==> config.mk <==
export PLATFORM = sky130hd
export DESIGN_NAME = tcf_timer2_flags
export DESIGN_NICKNAME = d
export VERILOG_FILES = /design/src/verilog/tcf_pkg.sv /design/src/verilog/tcf_pin_edge.sv /design/src/verilog/tcf_timer2_flags.sv
export SDC_FILE = /design/constraint.sdc
export NUM_CORES = 1
export LEC_CHECK = 0
export ABC_CLOCK_PERIOD_IN_PS = 1130
export BUFFER_PORTS_ARGS = -buffer_cell sky130_fd_sc_hd__buf_2
export CELL_PAD_IN_SITES_DETAIL_PLACEMENT = 1
export CELL_PAD_IN_SITES_GLOBAL_PLACEMENT = 2
export CORE_MARGIN = 3
export CORE_UTILIZATION = 29
export DETAILED_ROUTE_END_ITERATION = 12
export PLACE_DENSITY = 0.82
export SETUP_SLACK_MARGIN = 0.3
export SYNTH_ARGS = -nofsm -noshare
export SYNTH_HDL_FRONTEND = slang
export SYNTH_SLANG_ARGS = --single-unit
==> constraint.sdc <==
create_clock -name core_clk_in -period 1.13 [get_ports core_clk_in]
set_input_delay 0.113 -clock core_clk_in [delete_from_list [all_inputs] [get_ports core_clk_in]]
set_output_delay 0.113 -clock core_clk_in [all_outputs]
set_load 0.05 [all_outputs]
==> src/verilog/tcf_pkg.sv <==
// Shared constants for the second timer control and flag block
package tcf_pkg;

    // Register offsets
    localparam logic [7:0] TCF_CTRL_ADDR = 8'hc8;
    localparam logic [7:0] TCF_IRQ_STATUS_ADDR = 8'hd0;
    localparam logic [7:0] TCF_IRQ_MASK_ADDR = 8'hd1;
    localparam logic [7:0] TCF_MODE_ADDR = 8'hd2;

    // Control register field positions
    localparam int TCF_OVF_BIT = 7;
    localparam int TCF_EXT_BIT = 6;
    localparam int TCF_RX_SEL_BIT = 5;
    localparam int TCF_TX_SEL_BIT = 4;
    localparam int TCF_EXEN_BIT = 3;
    localparam int TCF_RUN_BIT = 2;
    localparam int TCF_CNT_SRC_BIT = 1;
    localparam int TCF_CPRL_BIT = 0;

    // Interrupt status and mask field positions
    localparam int TCF_IRQ_OVF_BIT = 0;
    localparam int TCF_IRQ_EXT_BIT = 1;
    localparam int TCF_IRQ_W = 2;

    // Mode register field positions
    localparam int TCF_MODE_DCE_BIT = 0;

    // Reset values
    localparam logic [7:0] TCF_CTRL_RST = 8'h00;
    localparam logic [1:0] TCF_IRQ_STATUS_RST = 2'h0;
    localparam logic [1:0] TCF_IRQ_MASK_RST = 2'h0;
    localparam logic TCF_MODE_DCE_RST = 1'b0;
    localparam logic TCF_PIN_IDLE = 1'b1;

    // Synchroniser depth for the trigger pin
    localparam int TCF_SYNC_STAGES = 3;

endpackage : tcf_pkg

==> src/verilog/tcf_pin_edge.sv <==
// Trigger pin synchroniser and falling edge detector
`timescale 1ns/100ps
module tcf_pin_edge (
    // Clock and reset
    input wire logic core_clk_in,
    input wire logic rst_b_in,
    // Pin and edge pulse
    input wire logic pin_in,
    output logic fall_out
);
    import tcf_pkg::*;

    typedef struct packed {
        logic [TCF_SYNC_STAGES-1:0] sync;
        logic level;
        logic fall;
    } tcf_edge_state_t;

    tcf_edge_state_t st;
    tcf_edge_state_t next_st;

    always_comb begin
        next_st = st;
        next_st.sync = {st.sync[TCF_SYNC_STAGES-2:0], pin_in};
        next_st.fall = 1'b0;
        // Accept a change only once stages two and three agree
        if (st.sync[1] == st.sync[2]) begin
            next_st.level = st.sync[2];
            next_st.fall = st.level & ~st.sync[2];
        end
    end

    always_ff @(posedge core_clk_in or negedge rst_b_in) begin
        if (!rst_b_in) begin
            st <= '{sync: {TCF_SYNC_STAGES{TCF_PIN_IDLE}}, level: TCF_PIN_IDLE, fall: 1'b0};
        end else begin
            st <= next_st;
        end
    end

    assign fall_out = st.fall;

endmodule : tcf_pin_edge

==> src/verilog/tcf_timer2_flags.sv <==
// Second timer control register, flags, baud selects and interrupt
// Functional notes
// - Overflow flag, bit 7, sets when the count rolls past its maximum.
// - Counting down, overflow flag also sets when count equals the capture value.
// - Hardware sets overflow flag only while both baud selects are zero.
// - Software writes may set the overflow flag, and clear it unless hardware sets it in the same cycle.
// - External flag, bit 6, sets on pin falling edge or counter wrap per settings.
// - Software writes may set the external flag.
// - External flag set by pin or software raises interrupt when enabled.
// - Bit 5 picks the receive baud time base for serial modes 1 and 3.
// - Receive select zero uses timer 1, one uses timer 2 as baud generator.
// - Bit 4 picks the transmit baud time base for serial modes 1 and 3.
// - Transmit select zero uses timer 1, one uses timer 2 as baud generator.
// - Without external enable the pin only feeds the count pulse; with it edges also capture or reload, not in baud use.
// - In baud use capture select is ignored and every overflow reloads.
`timescale 1ns/100ps
module tcf_timer2_flags #(
    parameter int ADDR_W = 8
) (
    // Clock and reset
    input wire logic core_clk_in,
    input wire logic rst_b_in,
    // Register port
    input wire logic [ADDR_W-1:0] reg_addr_in,
    input wire logic [7:0] reg_wdata_in,
    input wire logic reg_wr_in,
    input wire logic reg_rd_in,
    output logic [7:0] reg_rdata_out,
    // Trigger pin
    input wire logic external_trigger_pin_in,
    // Counter events
    input wire logic timer_rollover_in,
    input wire logic timer_underflow_in,
    input wire logic timer_count_down_in,
    input wire logic count_equals_capture_in,
    // Baud source selects
    output logic rx_baud_from_timer2_out,
    output logic tx_baud_from_timer2_out,
    output logic baud_generator_mode_out,
    // Counter control
    output logic second_timer_run_out,
    output logic count_source_select_out,
    output logic down_count_enable_out,
    output logic capture_strobe_out,
    output logic reload_strobe_out,
    output logic external_count_pulse_out,
    // Interrupt
    output logic irq_out
);
    import tcf_pkg::*;

    // Narrower buses cannot reach the register offsets
    if (ADDR_W < 8) begin : g_addr_w_check
        $error("ADDR_W must be at least 8");
    end

    typedef struct packed {
        logic [7:0] ctrl;
        logic [TCF_IRQ_W-1:0] irq_status;
        logic [TCF_IRQ_W-1:0] irq_mask;
        logic down_count_enable;
        logic [7:0] rdata;
        logic capture;
        logic reload;
        logic ext_count;
    } tcf_state_t;

    tcf_state_t st;
    tcf_state_t next_st;

    logic pin_fall;
    logic baud_mode;
    logic ctrl_wr;
    logic ovf_event;
    logic ext_pin_event;
    logic ext_cnt_event;
    logic ovf_rise;
    logic ext_rise;

    function automatic logic addr_hit(input logic [ADDR_W-1:0] a, input logic [7:0] target);
        addr_hit = (a == ADDR_W'(target));
    endfunction : addr_hit

    tcf_pin_edge tcf_pin_edge_inst (
        .core_clk_in(core_clk_in),
        .rst_b_in(rst_b_in),
        .pin_in(external_trigger_pin_in),
        .fall_out(pin_fall)
    );

    always_comb begin
        next_st = st;
        baud_mode = st.ctrl[TCF_RX_SEL_BIT] | st.ctrl[TCF_TX_SEL_BIT];
        ctrl_wr = reg_wr_in & addr_hit(reg_addr_in, TCF_CTRL_ADDR);
        // Overflow or down-count match, blocked in baud use
        ovf_event = ~baud_mode & (timer_rollover_in | (timer_count_down_in & count_equals_capture_in));
        ext_pin_event = pin_fall & st.ctrl[TCF_EXEN_BIT] & ~baud_mode;
        ext_cnt_event = st.down_count_enable & ~baud_mode & (timer_rollover_in | timer_underflow_in);

        // Control register write
        if (ctrl_wr) begin
            next_st.ctrl = reg_wdata_in;
        end
        // Hardware set wins over a software clear in the same cycle
        next_st.ctrl[TCF_OVF_BIT] = next_st.ctrl[TCF_OVF_BIT] | ovf_event;
        next_st.ctrl[TCF_EXT_BIT] = next_st.ctrl[TCF_EXT_BIT] | ext_pin_event | ext_cnt_event;

        // Interrupt sources on rising flags
        ovf_rise = next_st.ctrl[TCF_OVF_BIT] & ~st.ctrl[TCF_OVF_BIT];
        ext_rise = next_st.ctrl[TCF_EXT_BIT] & ~st.ctrl[TCF_EXT_BIT];
        if (reg_wr_in && addr_hit(reg_addr_in, TCF_IRQ_STATUS_ADDR)) begin
            next_st.irq_status = st.irq_status & ~reg_wdata_in[TCF_IRQ_W-1:0];
        end
        next_st.irq_status[TCF_IRQ_OVF_BIT] = next_st.irq_status[TCF_IRQ_OVF_BIT] | ovf_rise;
        next_st.irq_status[TCF_IRQ_EXT_BIT] = next_st.irq_status[TCF_IRQ_EXT_BIT] | ext_rise;
        if (reg_wr_in && addr_hit(reg_addr_in, TCF_IRQ_MASK_ADDR)) begin
            next_st.irq_mask = reg_wdata_in[TCF_IRQ_W-1:0];
        end
        if (reg_wr_in && addr_hit(reg_addr_in, TCF_MODE_ADDR)) begin
            next_st.down_count_enable = reg_wdata_in[TCF_MODE_DCE_BIT];
        end

        // Capture and reload strobes
        next_st.capture = ext_pin_event & st.ctrl[TCF_CPRL_BIT];
        next_st.reload = (ext_pin_event & ~st.ctrl[TCF_CPRL_BIT])
            | (timer_rollover_in & (baud_mode | ~st.ctrl[TCF_CPRL_BIT]));
        next_st.ext_count = pin_fall & st.ctrl[TCF_CNT_SRC_BIT] & st.ctrl[TCF_RUN_BIT];

        // Read data valid the cycle after the strobe only
        next_st.rdata = 8'h00;
        if (reg_rd_in) begin
            if (addr_hit(reg_addr_in, TCF_CTRL_ADDR)) begin
                next_st.rdata = st.ctrl;
            end else if (addr_hit(reg_addr_in, TCF_IRQ_STATUS_ADDR)) begin
                next_st.rdata = {6'h00, st.irq_status};
            end else if (addr_hit(reg_addr_in, TCF_IRQ_MASK_ADDR)) begin
                next_st.rdata = {6'h00, st.irq_mask};
            end else if (addr_hit(reg_addr_in, TCF_MODE_ADDR)) begin
                next_st.rdata = {7'h00, st.down_count_enable};
            end else begin
                next_st.rdata = 8'h00;
            end
        end
    end

    always_ff @(posedge core_clk_in or negedge rst_b_in) begin
        if (!rst_b_in) begin
            st <= '{ctrl: TCF_CTRL_RST, irq_status: TCF_IRQ_STATUS_RST, irq_mask: TCF_IRQ_MASK_RST,
                    down_count_enable: TCF_MODE_DCE_RST, rdata: 8'h00, capture: 1'b0, reload: 1'b0,
                    ext_count: 1'b0};
        end else begin
            st <= next_st;
        end
    end

    assign reg_rdata_out = st.rdata;
    assign rx_baud_from_timer2_out = st.ctrl[TCF_RX_SEL_BIT];
    assign tx_baud_from_timer2_out = st.ctrl[TCF_TX_SEL_BIT];
    assign baud_generator_mode_out = st.ctrl[TCF_RX_SEL_BIT] | st.ctrl[TCF_TX_SEL_BIT];
    assign second_timer_run_out = st.ctrl[TCF_RUN_BIT];
    assign count_source_select_out = st.ctrl[TCF_CNT_SRC_BIT];
    assign down_count_enable_out = st.down_count_enable;
    assign capture_strobe_out = st.capture;
    assign reload_strobe_out = st.reload;
    assign external_count_pulse_out = st.ext_count;
    assign irq_out = |(st.irq_status & st.irq_mask);
endmodule : tcf_timer2_flags
======== Word level (Yosys, flattened, before mapping) ========
Cells that the tools add are included.
word-level totals
  register bits ........................... 29
  bits in latches ......................... 0
  bits in writable memories ............... 0
  bits in read-only memories .............. 0
  bits of input ports ..................... 25
  output and inout port bits .............. 18
  word-level logic and storage cells ...... 62
  memories kept ........................... 0
operators by class
  add/subtract/negate cells ............... 0
  $mul .................................... 0
  divide/modulo/power cells ............... 0
  order comparisons ....................... 0
  equality and inequality tests ........... 5
  shift operators ......................... 0
  multiplexer cells ....................... 8
  bitwise logic cells ..................... 33
  reductions and logical operators ........ 4
operators with widths
  operator                                     number
  8-bit equality test (second input constant)  4
  8-bit 2-to-1 mux                             3
  1-bit bitwise AND                            15
  1-bit bitwise OR                             10
  2-bit 2-to-1 mux                             3
  1-bit NOT                                    5
  2-bit bitwise AND                            2
  1-bit logical AND                            3
  1-bit 2-to-1 mux                             2
  2-bit NOT                                    1
  2-bit OR reduction                           1
  1-bit equality test                          1

======== Logic depth before layout (Yosys ltp) ========
  depth in word-level cells ............... 7
  depth in mapped cells ................... 4
  mapped depth without buffers ............ 3

======== Hierarchy ========
A second synthesis with hierarchy kept.
second synthesis, totals
  cells, all modules ...................... 100
  area, all modules ....................... 1316.3 sq um
by module, submodules not included
  module            times used  cells an instance  area an instance (sq um)  sequential area each (sq um)
  tcf_timer2_flags  1           93                 1167.4                    600.6
  tcf_pin_edge      1           7                  148.9                     130.1

======== Worst setup path before layout ========
Ideal clock, no wire load.
  path kind ............................... reg-to-reg
  start point ............................. register st, in the netlist rx_baud_from_timer2_out
  end point ............................... register st[14] (netlist bit)
  library setup time ...................... 126 ps
  data arrival time ....................... 1767 ps
  data required time ...................... 1004 ps
  setup slack ............................. -763 ps
  cell stages (with the launch flop) ...... 5
  buffers on the path ..................... 1
  clock period less this slack ............ 1893 ps
  path through ............................ dfrtp_1 -> or2_2 -> clkbuf_1 -> nor3_1 -> a221o_1
RTL lines
  item                      line                     text
  start: declaration        tcf_timer2_flags.sv:68   tcf_state_t st;
  start signal: assignment  tcf_timer2_flags.sv:148  st <= '{ctrl: TCF_CTRL_RST, irq_status: TCF_IRQ_STATUS_RST, irq_mask: TCF_IRQ_MASK_RST,
  start signal: assignment  tcf_timer2_flags.sv:152  st <= next_st;

======== Worst setup path after layout ========
  start point ............................. register st[15] (netlist bit)
  end point ............................... output irq_out
between the ends
  cells in the longest elaborated chain, start to end .. 2
ends and longest elaborated chain
  item                line                     text
  2-bit bitwise AND   tcf_timer2_flags.sv:166  assign irq_out = |(st.irq_status & st.irq_mask);
  2-bit OR reduction  tcf_timer2_flags.sv:166
  end: declaration    tcf_timer2_flags.sv:48   output logic irq_out
Every way passes these cells.

==> impl_metrics.env <==
export IMPL_status="finished, violations left"
export IMPL_violations="setup timing"
export IMPL_diodes=0
export IMPL_crit_slowest_cell="dfrtp_1"
export IMPL_final_cells=220
export IMPL_grt_max_degree=30
export IMPL_fmax_mhz=822
export IMPL_final_max_slew_viol_count=0
export IMPL_cts_buffers=5
export IMPL_pwr_share_comb_pct=18.0
export IMPL_vdd_ir_drop_max_mv=0.794
export IMPL_cp_num_cells=2
export IMPL_postRouteAntennaNets=0
export IMPL_clockBufferDepth=2
export IMPL_worstPathArrival_ns=1.10
export IMPL_routedWlPerCell_um=17.4
export IMPL_drive_gt1_share_pct=76.5
export IMPL_hpwl_um=2560
export IMPL_rr_endpoint="st[14]"
export IMPL_crit_path_end="irq_out"
export IMPL_dp_cells=197
export IMPL_cts_root_buffer="clkbuf_8"
export IMPL_worstPathMaxFanout=3
export IMPL_fin_crit_sh_pct=108
export IMPL_syn_cell_area_um2=1320
export IMPL_rows=23
export IMPL_critPathLaunch="st[15]"
export IMPL_busiest_layer="met2"
export IMPL_fin_ws_ns=-0.0866
export IMPL_port_buffers=42
export IMPL_final_net_count=194
export IMPL_start_kind="flop"
export IMPL_multiInputGateArea_um2=691
export IMPL_synth_edf_count=0
export IMPL_power_density_nw_per_um2=1110
export IMPL_max_stage_delay_ns=0.41
export IMPL_track_usage_pct=15.2
export IMPL_die_x_um=73.3
export IMPL_crit_buf_inv=1
export IMPL_synth_area_per_cell_um2=13.2
export IMPL_die_h_um=73.3
export IMPL_critPathTopFamily="flip-flops"
export IMPL_fillers=425
export IMPL_h_tree_depth=2
export IMPL_synth_compound_area_share_pct=7.80
export IMPL_coreArea_um2=4170
export IMPL_use_met3_pct=4.24
export IMPL_syn_num_nets=125
export IMPL_vias_per_cell=4.91
export IMPL_drc=0
export IMPL_ys_types=35
export IMPL_seq_area_frac_synth_pct=55.6
export IMPL_drt_iter0_drc=33
export IMPL_synth_top_family_by_area="simple AND/OR/NAND/NOR gates"
export IMPL_slew_headroom_pct=74.0
export IMPL_p_int_mw=1.87
export IMPL_antenna_found_initial=0
export IMPL_tightest_slew_ns=0.390
export IMPL_required_ns=1.02
export IMPL_worst_clock_skew_ns=0.00676
export IMPL_p_leak_nw=1.06
export IMPL_use_met2_pct=24.1
export IMPL_cts_sinks=29
export IMPL_wirelength_um=3830
export IMPL_gr_total_overflow=0
export IMPL_synthMuxAreaShare_pct=9.42
export IMPL_ys_flop_type="dfrtp_1"
export IMPL_fin_tns_setup_ns=-0.286
export IMPL_die_area_um2=5380
export IMPL_period_minus_slack_ns=1.22
export IMPL_holdWs_ns=0.0688
export IMPL_synthAdderAreaFrac_pct=0.761
export IMPL_grt_first_pass_wirelength_um=6070
export IMPL_hold_violations=0
export IMPL_rsz0062_at_grt="true"
export IMPL_cp_end_kind="primary output"
export IMPL_dr_pass1_iters=4
export IMPL_clock_latency_ns=0.28
export IMPL_swShare_pct=25.4
export IMPL_grt_util_met1_pct=19.6
export IMPL_r2r_setup_slack_ns=-0.05
export IMPL_syn2layout_area_growth_pct=71.6
export IMPL_r2r_cells=4
export IMPL_setup_viol=6
export IMPL_grt_pass1_vias=1127
export IMPL_pwr_share_seq_pct=44.6
export IMPL_power_switching_mw=0.636
export IMPL_ys_ff_latch=29
export IMPL_synthXorXnorAreaFrac_pct=0
export IMPL_dr_total_vias=1081
export IMPL_pin_count=43
export IMPL_worstSetupPathType="reg -> out"
export IMPL_cts_tree="done"
export IMPL_synth_cells=100
export IMPL_r2r_start="rx_baud_from_timer2_out"
export IMPL_hold_class="in -> reg"
export IMPL_start_util_pct=31.5
export IMPL_ys_warnings_count=0
export IMPL_yosys_area_share_simple_pct=20.9
export IMPL_post_route_util_pct=54.1
export IMPL_regArea_um2=737
export IMPL_async_reset_ff_share_pct=100
export IMPL_crit_path_cell_trace="a22o_4 > buf_8"
export IMPL_place_gp_congestion=0.894
export IMPL_clkTransAtPathRegs_ns=0.07
export IMPL_p_clk_share_pct=37.4
export IMPL_cap_violations=0
export IMPL_pre_cts_slack_ns=-0.189
state kept, by name, indices dropped and copies added, names as in the netlist, 2 cells and up:
signal	cells
tcf_pin_edge_inst.st	2
tcf_pin_edge_inst.next_st	2
st	8
reg_rdata_out	8
layout make-up:
| type | instances | area share, % |
|---|---|---|
| tap | 50 | 2.77 |
| inverter | 1 | 0.166 |
| clock buffer | 7 | 4.27 |
| sequential | 29 | 32.6 |
| clock inverter | 1 | 0.222 |
| timing repair buffer | 72 | 29.3 |
| multi-input combinational | 60 | 30.6 |
worst min path at each step:
stage / cells after the start / endpoint / start
floorplan: 0 / capture_strobe_out / rst_b_in
global placement: 2 / reg_rdata_out[5] / rst_b_in
detailed placement: 2 / reg_rdata_out[5] / rst_b_in
CTS: 2 / tx_baud_from_timer2_out / reg_wdata_in[4]
global route: 2 / second_timer_run_out / reg_wdata_in[2]
finish: 2 / st[19] / reg_wdata_in[3]
cells in the mapped netlist (2+ instances only):
library cell / instances / share of area [%]
dfrtp_1: 25 / 48
mux2_2: 11 / 9.4
and2_1: 8 / 3.8
buf_4: 8 / 4.6
a221o_1: 4 / 3.0
dfstp_2: 4 / 8.0
nor2_1: 4 / 1.1
nand4b_1: 3 / 2.0
a21oi_1: 2 / 0.76
and3b_1: 2 / 1.3
nand2_1: 2 / 0.57
nand3_1: 2 / 0.76
nor3_1: 2 / 0.76
o21ai_0: 2 / 0.76
worst reg2reg max path: cells and delay by family, from the launching register on:
kind	cells	cell delay, ns
compound gates	1	0.13
flops	1	0.40
simple gates	2	0.45
buf+inv	1	0.15
power groups by stage:
stage,combinational [mW],sequential [mW],clock (mW)
final,0.451,1.12,0.938
after global placement,0.293,1.13,0
after detailed placement,0.303,1.13,0
after floorplan,0.130,1.16,0
after CTS,0.418,1.11,0.974
after global routing,0.483,1.12,1.02
layout by cell type (no fill, tap or decap), types with 2 or more instances in the layout:
cell / n
buf_8: 9
nor2_1: 2
mux2_4: 10
and3b_1: 2
dfstp_2: 4
nor2_2: 2
buf_4: 17
a221o_1: 4
dfrtp_2: 5
buf_2: 20
dfrtp_1: 20
nand4b_1: 3
clkbuf_8: 7
dlygate4sd3_1: 2
nand3_4: 2
and4b_2: 2
buf_6: 23
and2_1: 2
nor4b_4: 2
and2_4: 6
nor3_4: 2
cells by family after synthesis:
kind of cell,Yosys count
compound gates,13
fa+ha+maj,1
buf+inv,11
flops,29
mux,11
simple gates,35
timing repair:
| action | CTS | global route |
|---|---|---|
| hold buffers | 2 | 0 |
| pin swaps | 17 | 7 |
| setup buffers | 7 | 6 |
| hold endpoints to repair | 26 | 0 |
| resized for setup | 79 | 18 |
| setup endpoints to repair | 41 | 42 |
per-stage QoR:
stage / power [mW] / area [um^2]
after floorplan: 1.29 / 1390
after global placement: 1.42 / 1680
after detailed placement: 1.43 / 1680
after CTS: 2.51 / 2140
after global routing: 2.62 / 2260
final: 2.51 / 2260
metal layers:
metal	wire length, um	share of wire [%]	up-vias
met1	1630	43	540
met3	214	5.6	11
met2	1890	49	36
li1	-	-	494
met5	0	0	-
met4	93	2.4	0
(Power assumes the default switching activity.)
